==> src/design/pecc_pkg.sv <==
`default_nettype none

package pecc_pkg;

  // ----------------------------------------------------------------
  // Bus geometry
  // ----------------------------------------------------------------
  localparam int unsigned ADDR_W  = 8;
  localparam int unsigned DATA_W  = 32;
  localparam int unsigned REG_W   = 16;
  localparam int unsigned BE_W    = 4;
  localparam int unsigned RATIO_W = 11;

  // ----------------------------------------------------------------
  // Register indices and byte addresses
  // ----------------------------------------------------------------
  localparam logic [5:0] IDX_LINE_OUT   = 6'h0F;
  localparam logic [5:0] IDX_SPK_MIXER  = 6'h10;
  localparam logic [5:0] IDX_SPK_OUTPUT = 6'h11;
  localparam logic [5:0] IDX_CONVERTER  = 6'h12;
  localparam logic [5:0] IDX_MCLK_DIV   = 6'h14;
  localparam logic [5:0] IDX_SYS_RATE   = 6'h15;

  localparam logic [ADDR_W-1:0] ADDR_LINE_OUT   = {IDX_LINE_OUT, 2'h0};
  localparam logic [ADDR_W-1:0] ADDR_SPK_MIXER  = {IDX_SPK_MIXER, 2'h0};
  localparam logic [ADDR_W-1:0] ADDR_SPK_OUTPUT = {IDX_SPK_OUTPUT, 2'h0};
  localparam logic [ADDR_W-1:0] ADDR_CONVERTER  = {IDX_CONVERTER, 2'h0};
  localparam logic [ADDR_W-1:0] ADDR_MCLK_DIV   = {IDX_MCLK_DIV, 2'h0};
  localparam logic [ADDR_W-1:0] ADDR_SYS_RATE   = {IDX_SYS_RATE, 2'h0};

  // ----------------------------------------------------------------
  // Field positions
  // ----------------------------------------------------------------
  localparam int unsigned LEFT_BIT      = 1;
  localparam int unsigned RIGHT_BIT     = 0;
  localparam int unsigned DAC_LEFT_BIT  = 3;
  localparam int unsigned DAC_RIGHT_BIT = 2;
  localparam int unsigned ADC_LEFT_BIT  = 1;
  localparam int unsigned ADC_RIGHT_BIT = 0;
  localparam int unsigned HALVE_BIT     = 0;
  localparam int unsigned SOURCE_BIT    = 15;
  localparam int unsigned RATIO_MSB     = 13;
  localparam int unsigned RATIO_LSB     = 10;
  localparam int unsigned FAMILY_MSB    = 9;
  localparam int unsigned FAMILY_LSB    = 8;

  // ----------------------------------------------------------------
  // Reset values and code limits
  // ----------------------------------------------------------------
  localparam logic       ENABLE_RESET       = 1'b0;
  localparam logic       SOURCE_RESET       = 1'b0;
  localparam logic       HALVE_RESET        = 1'b0;
  localparam logic [3:0] RATIO_RESET        = 4'h3;
  localparam logic [1:0] FAMILY_RESET       = 2'h0;
  localparam logic [3:0] RATIO_FIRST_RSVD   = 4'hA;

  typedef enum logic [1:0] {
    FAMILY_256      = 2'b00,
    FAMILY_272      = 2'b01,
    FAMILY_250      = 2'b10,
    FAMILY_RESERVED = 2'b11
  } pecc_family_type;

  typedef enum logic {
    BUS_IDLE   = 1'b0,
    BUS_ANSWER = 1'b1
  } pecc_bus_state_type;

  // ----------------------------------------------------------------
  // Ratio tables, multiples of the sample rate
  // ----------------------------------------------------------------
  localparam logic [RATIO_W-1:0] RATIO_256_TABLE [0:9] = '{
    11'h040, 11'h080, 11'h0C0, 11'h100, 11'h180,
    11'h200, 11'h300, 11'h400, 11'h580, 11'h600};
  localparam logic [RATIO_W-1:0] RATIO_272_TABLE [0:9] = '{
    11'h044, 11'h088, 11'h0CC, 11'h110, 11'h198,
    11'h220, 11'h330, 11'h440, 11'h5D8, 11'h660};
  localparam logic [RATIO_W-1:0] RATIO_250_TABLE [0:9] = '{
    11'h07D, 11'h07D, 11'h0FA, 11'h0FA, 11'h177,
    11'h1F4, 11'h2EE, 11'h3E8, 11'h3E8, 11'h5DC};

endpackage

`default_nettype wire

==> src/design/pecc_ratio_if.sv <==
`timescale 1ns/1ns
`default_nettype none

interface pecc_ratio_if;
  logic [1:0]                  family;
  logic [3:0]                  code;
  logic [pecc_pkg::RATIO_W-1:0] multiple;
  logic                        valid;

  modport control (
    output family,
    output code,
    input  multiple,
    input  valid
  );

  modport decoder (
    input  family,
    input  code,
    output multiple,
    output valid
  );
endinterface

`default_nettype wire

==> src/design/pecc_ratio_decode.sv <==
`timescale 1ns/1ns
`default_nettype none

module pecc_ratio_decode (
  input  wire logic        ref_clk,
  input  wire logic        reset,
  input  wire logic        clock_enable,
  pecc_ratio_if.decoder    ratio
);

  logic [pecc_pkg::RATIO_W-1:0] next_multiple;
  logic                         next_valid;
  logic [3:0]                   index;

  assign index = ratio.code;

  // ----------------------------------------------------------------
  // Code to multiple lookup
  // ----------------------------------------------------------------
  always_comb begin
    next_multiple = '0;
    next_valid    = 1'b0;
    if (index < pecc_pkg::RATIO_FIRST_RSVD) begin
      unique case (pecc_pkg::pecc_family_type'(ratio.family))
        pecc_pkg::FAMILY_256: begin
          next_multiple = pecc_pkg::RATIO_256_TABLE[index];
          next_valid    = 1'b1;
        end
        pecc_pkg::FAMILY_272: begin
          next_multiple = pecc_pkg::RATIO_272_TABLE[index];
          next_valid    = 1'b1;
        end
        pecc_pkg::FAMILY_250: begin
          next_multiple = pecc_pkg::RATIO_250_TABLE[index];
          next_valid    = 1'b1;
        end
        pecc_pkg::FAMILY_RESERVED: begin
          next_multiple = '0;
          next_valid    = 1'b0;
        end
      endcase
    end
  end

  always_ff @(posedge ref_clk) begin
    if (reset) begin
      ratio.multiple <= '0;
      ratio.valid    <= 1'b0;
    end else if (clock_enable) begin
      ratio.multiple <= next_multiple;
      ratio.valid    <= next_valid;
    end
  end
endmodule

`default_nettype wire

==> src/design/pecc_top.sv <==
`timescale 1ns/1ns
`default_nettype none

module pecc_top (
  input  wire logic                          ref_clk,
  input  wire logic                          reset,
  input  wire logic                          clock_enable,
  input  wire logic [pecc_pkg::ADDR_W-1:0]   avs_address,
  input  wire logic                          avs_read,
  input  wire logic                          avs_write,
  input  wire logic [pecc_pkg::DATA_W-1:0]   avs_writedata,
  input  wire logic [pecc_pkg::BE_W-1:0]     avs_byteenable,
  output var  logic [pecc_pkg::DATA_W-1:0]   avs_readdata,
  output logic                               avs_waitrequest,
  input  wire logic                          master_clock_tick,
  input  wire logic                          loop_clock_tick,
  output var  logic                          system_clock_tick,
  output var  logic                          left_line_out_enable,
  output var  logic                          right_line_out_enable,
  output var  logic                          left_speaker_mixer_enable,
  output var  logic                          right_speaker_mixer_enable,
  output var  logic                          left_speaker_driver_enable,
  output var  logic                          right_speaker_driver_enable,
  output var  logic                          left_dac_power,
  output var  logic                          right_dac_power,
  output var  logic                          left_adc_power,
  output var  logic                          right_adc_power,
  output var  logic                          master_clock_halve,
  output var  logic                          system_clock_source,
  output var  logic [3:0]                    system_clock_ratio,
  output var  logic [1:0]                    clock_family_select,
  output logic [pecc_pkg::RATIO_W-1:0]       ratio_multiple,
  output logic                               ratio_valid
);

  pecc_pkg::pecc_bus_state_type state;
  pecc_pkg::pecc_bus_state_type next_state;
  logic                         request;
  logic                         write_accept;
  logic                         low_lane;
  logic                         high_lane;
  logic [pecc_pkg::DATA_W-1:0]  next_readdata;
  logic [pecc_pkg::REG_W-1:0]   wdata;
  logic                         halve_phase;
  logic                         next_system_tick;

  pecc_ratio_if ratio_bus ();

  // ----------------------------------------------------------------
  // Avalon slave handshake
  // ----------------------------------------------------------------
  assign request         = avs_read | avs_write;
  assign avs_waitrequest = request & (state != pecc_pkg::BUS_ANSWER);
  assign write_accept    = clock_enable & avs_write & (state == pecc_pkg::BUS_ANSWER);
  assign low_lane        = avs_byteenable[0];
  assign high_lane       = avs_byteenable[1];
  assign wdata           = avs_writedata[pecc_pkg::REG_W-1:0];

  always_comb begin
    next_state = state;
    unique case (state)
      pecc_pkg::BUS_IDLE: begin
        if (request) begin
          next_state = pecc_pkg::BUS_ANSWER;
        end
      end
      pecc_pkg::BUS_ANSWER: begin
        next_state = pecc_pkg::BUS_IDLE;
      end
    endcase
  end

  always_ff @(posedge ref_clk) begin
    if (reset) begin
      state <= pecc_pkg::BUS_IDLE;
    end else if (clock_enable) begin
      state <= next_state;
    end
  end

  // ----------------------------------------------------------------
  // Read multiplexer
  // ----------------------------------------------------------------
  always_comb begin
    next_readdata = '0;
    unique case (avs_address)
      pecc_pkg::ADDR_LINE_OUT: begin
        next_readdata[pecc_pkg::LEFT_BIT]  = left_line_out_enable;
        next_readdata[pecc_pkg::RIGHT_BIT] = right_line_out_enable;
      end
      pecc_pkg::ADDR_SPK_MIXER: begin
        next_readdata[pecc_pkg::LEFT_BIT]  = left_speaker_mixer_enable;
        next_readdata[pecc_pkg::RIGHT_BIT] = right_speaker_mixer_enable;
      end
      pecc_pkg::ADDR_SPK_OUTPUT: begin
        next_readdata[pecc_pkg::LEFT_BIT]  = left_speaker_driver_enable;
        next_readdata[pecc_pkg::RIGHT_BIT] = right_speaker_driver_enable;
      end
      pecc_pkg::ADDR_CONVERTER: begin
        next_readdata[pecc_pkg::DAC_LEFT_BIT]  = left_dac_power;
        next_readdata[pecc_pkg::DAC_RIGHT_BIT] = right_dac_power;
        next_readdata[pecc_pkg::ADC_LEFT_BIT]  = left_adc_power;
        next_readdata[pecc_pkg::ADC_RIGHT_BIT] = right_adc_power;
      end
      pecc_pkg::ADDR_MCLK_DIV: begin
        next_readdata[pecc_pkg::HALVE_BIT] = master_clock_halve;
      end
      pecc_pkg::ADDR_SYS_RATE: begin
        next_readdata[pecc_pkg::SOURCE_BIT] = system_clock_source;
        next_readdata[pecc_pkg::RATIO_MSB:pecc_pkg::RATIO_LSB] = system_clock_ratio;
        next_readdata[pecc_pkg::FAMILY_MSB:pecc_pkg::FAMILY_LSB] = clock_family_select;
      end
      default: begin
        next_readdata = '0;
      end
    endcase
  end

  // Data captured on the request edge, shown on the answer cycle
  always_ff @(posedge ref_clk) begin
    if (reset) begin
      avs_readdata <= '0;
    end else if (clock_enable && avs_read && state == pecc_pkg::BUS_IDLE) begin
      avs_readdata <= next_readdata;
    end
  end

  // ----------------------------------------------------------------
  // Power enable registers
  // ----------------------------------------------------------------
  always_ff @(posedge ref_clk) begin
    if (reset) begin
      left_line_out_enable  <= pecc_pkg::ENABLE_RESET;
      right_line_out_enable <= pecc_pkg::ENABLE_RESET;
    end else if (write_accept && low_lane && avs_address == pecc_pkg::ADDR_LINE_OUT) begin
      left_line_out_enable  <= wdata[pecc_pkg::LEFT_BIT];
      right_line_out_enable <= wdata[pecc_pkg::RIGHT_BIT];
    end
  end

  always_ff @(posedge ref_clk) begin
    if (reset) begin
      left_speaker_mixer_enable  <= pecc_pkg::ENABLE_RESET;
      right_speaker_mixer_enable <= pecc_pkg::ENABLE_RESET;
    end else if (write_accept && low_lane && avs_address == pecc_pkg::ADDR_SPK_MIXER) begin
      left_speaker_mixer_enable  <= wdata[pecc_pkg::LEFT_BIT];
      right_speaker_mixer_enable <= wdata[pecc_pkg::RIGHT_BIT];
    end
  end

  always_ff @(posedge ref_clk) begin
    if (reset) begin
      left_speaker_driver_enable  <= pecc_pkg::ENABLE_RESET;
      right_speaker_driver_enable <= pecc_pkg::ENABLE_RESET;
    end else if (write_accept && low_lane && avs_address == pecc_pkg::ADDR_SPK_OUTPUT) begin
      left_speaker_driver_enable  <= wdata[pecc_pkg::LEFT_BIT];
      right_speaker_driver_enable <= wdata[pecc_pkg::RIGHT_BIT];
    end
  end

  always_ff @(posedge ref_clk) begin
    if (reset) begin
      left_dac_power  <= pecc_pkg::ENABLE_RESET;
      right_dac_power <= pecc_pkg::ENABLE_RESET;
      left_adc_power  <= pecc_pkg::ENABLE_RESET;
      right_adc_power <= pecc_pkg::ENABLE_RESET;
    end else if (write_accept && low_lane && avs_address == pecc_pkg::ADDR_CONVERTER) begin
      left_dac_power  <= wdata[pecc_pkg::DAC_LEFT_BIT];
      right_dac_power <= wdata[pecc_pkg::DAC_RIGHT_BIT];
      left_adc_power  <= wdata[pecc_pkg::ADC_LEFT_BIT];
      right_adc_power <= wdata[pecc_pkg::ADC_RIGHT_BIT];
    end
  end

  // ----------------------------------------------------------------
  // Clock configuration registers
  // ----------------------------------------------------------------
  always_ff @(posedge ref_clk) begin
    if (reset) begin
      master_clock_halve <= pecc_pkg::HALVE_RESET;
    end else if (write_accept && low_lane && avs_address == pecc_pkg::ADDR_MCLK_DIV) begin
      master_clock_halve <= wdata[pecc_pkg::HALVE_BIT];
    end
  end

  always_ff @(posedge ref_clk) begin
    if (reset) begin
      system_clock_source <= pecc_pkg::SOURCE_RESET;
      system_clock_ratio  <= pecc_pkg::RATIO_RESET;
      clock_family_select <= pecc_pkg::FAMILY_RESET;
    end else if (write_accept && high_lane && avs_address == pecc_pkg::ADDR_SYS_RATE) begin
      system_clock_source <= wdata[pecc_pkg::SOURCE_BIT];
      system_clock_ratio  <= wdata[pecc_pkg::RATIO_MSB:pecc_pkg::RATIO_LSB];
      clock_family_select <= wdata[pecc_pkg::FAMILY_MSB:pecc_pkg::FAMILY_LSB];
    end
  end

  // ----------------------------------------------------------------
  // System clock derivation
  // ----------------------------------------------------------------
  // Halving keeps every second master tick
  always_ff @(posedge ref_clk) begin
    if (reset) begin
      halve_phase <= 1'b0;
    end else if (clock_enable) begin
      if (!master_clock_halve) begin
        halve_phase <= 1'b0;
      end else if (master_clock_tick) begin
        halve_phase <= ~halve_phase;
      end
    end
  end

  always_comb begin
    if (system_clock_source) begin
      next_system_tick = loop_clock_tick;
    end else if (master_clock_halve) begin
      next_system_tick = master_clock_tick & halve_phase;
    end else begin
      next_system_tick = master_clock_tick;
    end
  end

  always_ff @(posedge ref_clk) begin
    if (reset) begin
      system_clock_tick <= 1'b0;
    end else if (clock_enable) begin
      system_clock_tick <= next_system_tick;
    end
  end

  // ----------------------------------------------------------------
  // Ratio decoding
  // ----------------------------------------------------------------
  assign ratio_bus.family = clock_family_select;
  assign ratio_bus.code   = system_clock_ratio;
  assign ratio_multiple   = ratio_bus.multiple;
  assign ratio_valid      = ratio_bus.valid;

  pecc_ratio_decode u_ratio_decode (
    .ref_clk      (ref_clk),
    .reset        (reset),
    .clock_enable (clock_enable),
    .ratio        (ratio_bus.decoder)
  );
endmodule

`default_nettype wire

==> config.mk <==
export PLATFORM = sky130hd
export DESIGN_NAME = pecc_top
export DESIGN_NICKNAME = d
export VERILOG_FILES = /design/src/design/pecc_pkg.sv /design/src/design/pecc_ratio_if.sv /design/src/design/pecc_ratio_decode.sv /design/src/design/pecc_top.sv
export SDC_FILE = /design/constraint.sdc
export NUM_CORES = 1
export LEC_CHECK = 0
export ABC_AREA = 0
export BUFFER_PORTS_ARGS = -buffer_cell sky130_fd_sc_hd__buf_2
export CORE_MARGIN = 4
export CORE_UTILIZATION = 45
export CTS_BUF_LIST = sky130_fd_sc_hd__clkbuf_8
export CTS_CLUSTER_SIZE = 14
export DETAILED_ROUTE_END_ITERATION = 6
export PLACE_DENSITY = 0.82
export SLEW_MARGIN = 20
export SYNTH_ARGS = -nofsm -noshare
export SYNTH_HDL_FRONTEND = slang
export SYNTH_SLANG_ARGS = --single-unit
==> constraint.sdc <==
create_clock -name ref_clk -period 3.7 [get_ports ref_clk]
set_input_delay 0.185 -clock ref_clk [delete_from_list [all_inputs] [get_ports ref_clk]]
set_output_delay 0.185 -clock ref_clk [all_outputs]
set_load 0.02 [all_outputs]
==> reports/summary.md <==
For this run, the post-layout net count is 386. For the post-synthesis sequential area ratio, the log shows 0.377. The final standard cell utilization of the core was 0.556; the biggest cell delay along the critical path was 0.71 ns. For the maximum achievable frequency, the log shows 511 MHz. The transition time at the pin with the least slew margin came out at 0.774 ns.

The share of Yosys cell area claimed by the top area cell type came out at 0.377. The tool flagged a number of max-cap violations equal to 0. The critical path contains buffers and inverters numbering 0 combined.

The logs give 0.546 for the sequential power share and 2330 um^2 for the synthesized area. Once the clock tree was built, the setup fixing pass inserted 0 buffers. The synthesized area per cell came out at 8.55 um^2.

Worst-path maximum fanout: 15. For the largest net degree at the start of global routing, the log shows 45. The later pin in the worst-skew pair is clocked with a latency of 0.29 ns. Pin placement for this block handled 115 I/O pins. The count of nets left with antenna violations once routing finished came out at 0. Across the routed clock network, the largest skew measured is 0.00427 ns. Clock-pin slew was measured on the worst setup and hold paths at 0.08 ns. The total die area came out at 6400 um^2. The type of the worst setup path was reg -> reg.

After detailed placement, the design holds a cell count of 391. The relative slew slack came out at 0.484. The worst hold path belongs to the class in -> reg.

Synthesis-to-finish area growth: 16.2%. Clock network fraction of total power: 0.355. The worst setup path is captured at a flip-flop. The library cell used most frequently in the layout, excluding fill and tap cells, is sky130_fd_sc_hd__buf_2.

The run finished with clean final reports. The number of antenna cells inserted came out at 0. The number of remaining DRC errors is 0. The cell at the root of the clock tree was sky130_fd_sc_hd__clkbuf_8. The fraction of registers with async set/reset works out to 0.

Internal power comes to 0.650 mW. Aggregate global-route resource usage: 0.182. The worst path needs 1.96 ns of the cycle, external delays included. The filler-free cell count of the finished design was 399; the layout filler cell count was 469. The die boundary height came out at 80.0 um. By area the synthesized netlist is led by sky130_fd_sc_hd__dfxtp_1 (38%), sky130_fd_sc_hd__mux2i_1 (9.0%), sky130_fd_sc_hd__buf_4 (6.8%).

The via count of the first global-routing pass came out at 2,009. The logs give 0 for the number of antenna violations at the first check in global routing and 44 for the CTS sink count. The finished cells cover 2710 um^2. The library cells used most frequently in the layout, excluding fill and tap cells, are sky130_fd_sc_hd__buf_2 (70), sky130_fd_sc_hd__dfxtp_1 (44), sky130_fd_sc_hd__nor2_1 (36), sky130_fd_sc_hd__mux2i_1 (21), sky130_fd_sc_hd__conb_1 (21). The floorplan die width was 80.0 um; the count of synthesis-stage warnings from yosys was 0. The worst-path cell with the longest stage delay was sky130_fd_sc_hd__nor4_2.

The number of levels in the clock H-tree was 2; the leakage component of the power was 1.27 nW. The required time at the worst-slack endpoint came out at 3.93 ns. Via count of the routed design: 2,111.

The switching part of the total is 0.259. Counting flops with a built-in enable in the synthesized netlist gives 0. The tools report the cell count after synthesis as 273. The tools report the global placement routability congestion as 0.901.

The total area inside the core boundary comes to 4880 um^2. The cell type with the largest total area after synthesis was sky130_fd_sc_hd__dfxtp_1. The final layout contains routed wiring with a total length of 5660 um.

The count of buffers added on input and output ports is 70. The final hold violation count came out at 0. The critical path goes through nand3b_1 -> nor4_2 -> a22oi_1 -> nor2_1. Iteration count of the initial detailed-routing pass: 4. Global routing finished with a remaining overflow of 0. For the combinational cell fraction of total power, the log shows 0.099. The sum of negative setup slack is 0 ns.

Across the VDD grid, the largest voltage drop is 0.214 mV. Timing analysis after detailed placement gives a worst setup slack of 1.61 ns. In the synthesized netlist the dominant register cell turns out to be sky130_fd_sc_hd__dfxtp_1. The starting density of the core came out at 0.478. The tools report the setup slack of the critical path after layout as 1.74 ns.

TritonCTS built the clock tree. The first-pass GRT wire length was 9300 um. Summed over all nets, the switching power comes to 0.228 mW.

The estimated wirelength of the detail-placed design came out at 4160 um. The deepest clock path buffer count is 2. For the post-place instance area, the log shows 2620 um^2. For the worst setup path, the data arrival time is 2.18 ns.

The power per cell area was 324 nW/um^2; the average wire length per cell after detail routing was 14.2 um. The floorplan has 25 rows. The final period utilization came out at 0.529.

Setup repair after global routing left no endpoint under its margin. The tools report the critical path startpoint category as a flip-flop. Cell class contributing the biggest share of worst-path delay: simple AND/OR/NAND/NOR gates.

Per-cell via count in the routed design: 5.29. The logs give 1.74 ns for the reg-to-reg setup timing slack and 0 for the hold buffer count at CTS. The fraction of layout instances using a drive strength above 1 is 0.256.

The number of slew-limit violations in the final report was 0; the distinct cell type count of the synthesized netlist was 48. The logs give 0 for the number of setup violations in the final report and 5 for the CTS buffer count. The synthesized design contains 44 register bits.

After clock tree synthesis, the repair step resized 0 gates. The run gives 162 as the number of DRC markers after the initial detailed-route iteration.
-- cell families after synthesis --
group,synth area share
other cells,0.00161
flops,0.377
simple gates,0.209
fa+ha+maj,0.0214
mux,0.104
buf+inv,0.114
compound gates,0.172
-- metal layers --
metal	track usage	vias up	share of wire
met5	0	-	0
met4	0.0709	0	0.017
met3	0.0282	7	0.070
met2	0.302	80	0.45
met1	0.234	989	0.46
li1	-	1035	-
-- state kept, by name, summed over array words and instances (netlist names), 2 cells and up --
name and flops:
u_ratio_decode.ratio.multiple 11, clock_family_select 2, system_clock_ratio 4, avs_readdata 11
-- synth_stat cells, types with 2 or more instances --
master and instances:
sky130_fd_sc_hd__a32o_1 2, sky130_fd_sc_hd__nor2_1 36, sky130_fd_sc_hd__mux2i_1 21, sky130_fd_sc_hd__nand3b_1 3, sky130_fd_sc_hd__buf_4 21, sky130_fd_sc_hd__a21o_1 4
sky130_fd_sc_hd__or2_2 2, sky130_fd_sc_hd__or4b_1 2, sky130_fd_sc_hd__a211o_1 2, sky130_fd_sc_hd__nand4_1 6, sky130_fd_sc_hd__nand2_1 16, sky130_fd_sc_hd__mux2_2 3
sky130_fd_sc_hd__nor3_1 3, sky130_fd_sc_hd__inv_1 10, sky130_fd_sc_hd__a21oi_1 13, sky130_fd_sc_hd__clkbuf_1 17, sky130_fd_sc_hd__o21ai_0 7, sky130_fd_sc_hd__ha_1 4
sky130_fd_sc_hd__o32ai_1 2, sky130_fd_sc_hd__nand3_1 4, sky130_fd_sc_hd__dfxtp_1 44, sky130_fd_sc_hd__nand2b_1 5, sky130_fd_sc_hd__nor4b_1 2, sky130_fd_sc_hd__a22oi_1 12
sky130_fd_sc_hd__nor2b_1 6, sky130_fd_sc_hd__o211ai_1 3, sky130_fd_sc_hd__o21a_1 2
-- final cells by class --
cell class | count | area, um^2 | share of cell area
multi-input cells | 199 | 1260 | 0.465
repair buffers | 70 | 350 | 0.129
clock buffers | 6 | 82.6 | 0.0304
well taps | 67 | 83.8 | 0.0309
clock inverters | 2 | 11.3 | 0.00415
flip-flops and latches | 44 | 881 | 0.325
inverters | 11 | 41.3 | 0.0152
-- through the flow --
step	total power, mW	hold slack [ns]
after floorplan	0.565	0.322
after global placement	0.575	0.414
after detailed placement	0.576	0.423
after CTS	0.887	0.113
after global routing	0.919	0.144
final	0.878	0.118
-- power groups by stage --
stage | sequential [mW] | combinational (mW) | clock, mW
after floorplan | 0.494 | 0.0710 | 0
after global placement | 0.490 | 0.0844 | 0
after detailed placement | 0.491 | 0.0859 | 0
after CTS | 0.479 | 0.0861 | 0.321
after global routing | 0.480 | 0.0950 | 0.344
final | 0.479 | 0.0871 | 0.311
-- worst reg2reg max path, delay by kind of cell (launching register included) --
family	cells	cell delay, ns
AND/OR/NAND/NOR	3	1.40
flip-flops	1	0.36
AO/OA/AOI/OAI	1	0.13
-- path summary, 6_finish.rpt --
path | startpoint | endpoint | cells past startpoint
max | state | avs_readdata[8] | 4
min | avs_writedata[2] | right_dac_power | 3
max reg2reg | state | avs_readdata[8] | 4
min reg2reg | u_ratio_decode.ratio.multiple[3] | u_ratio_decode.ratio.multiple[3] | 2
Note: power is estimated with default switching activity, not from simulation.
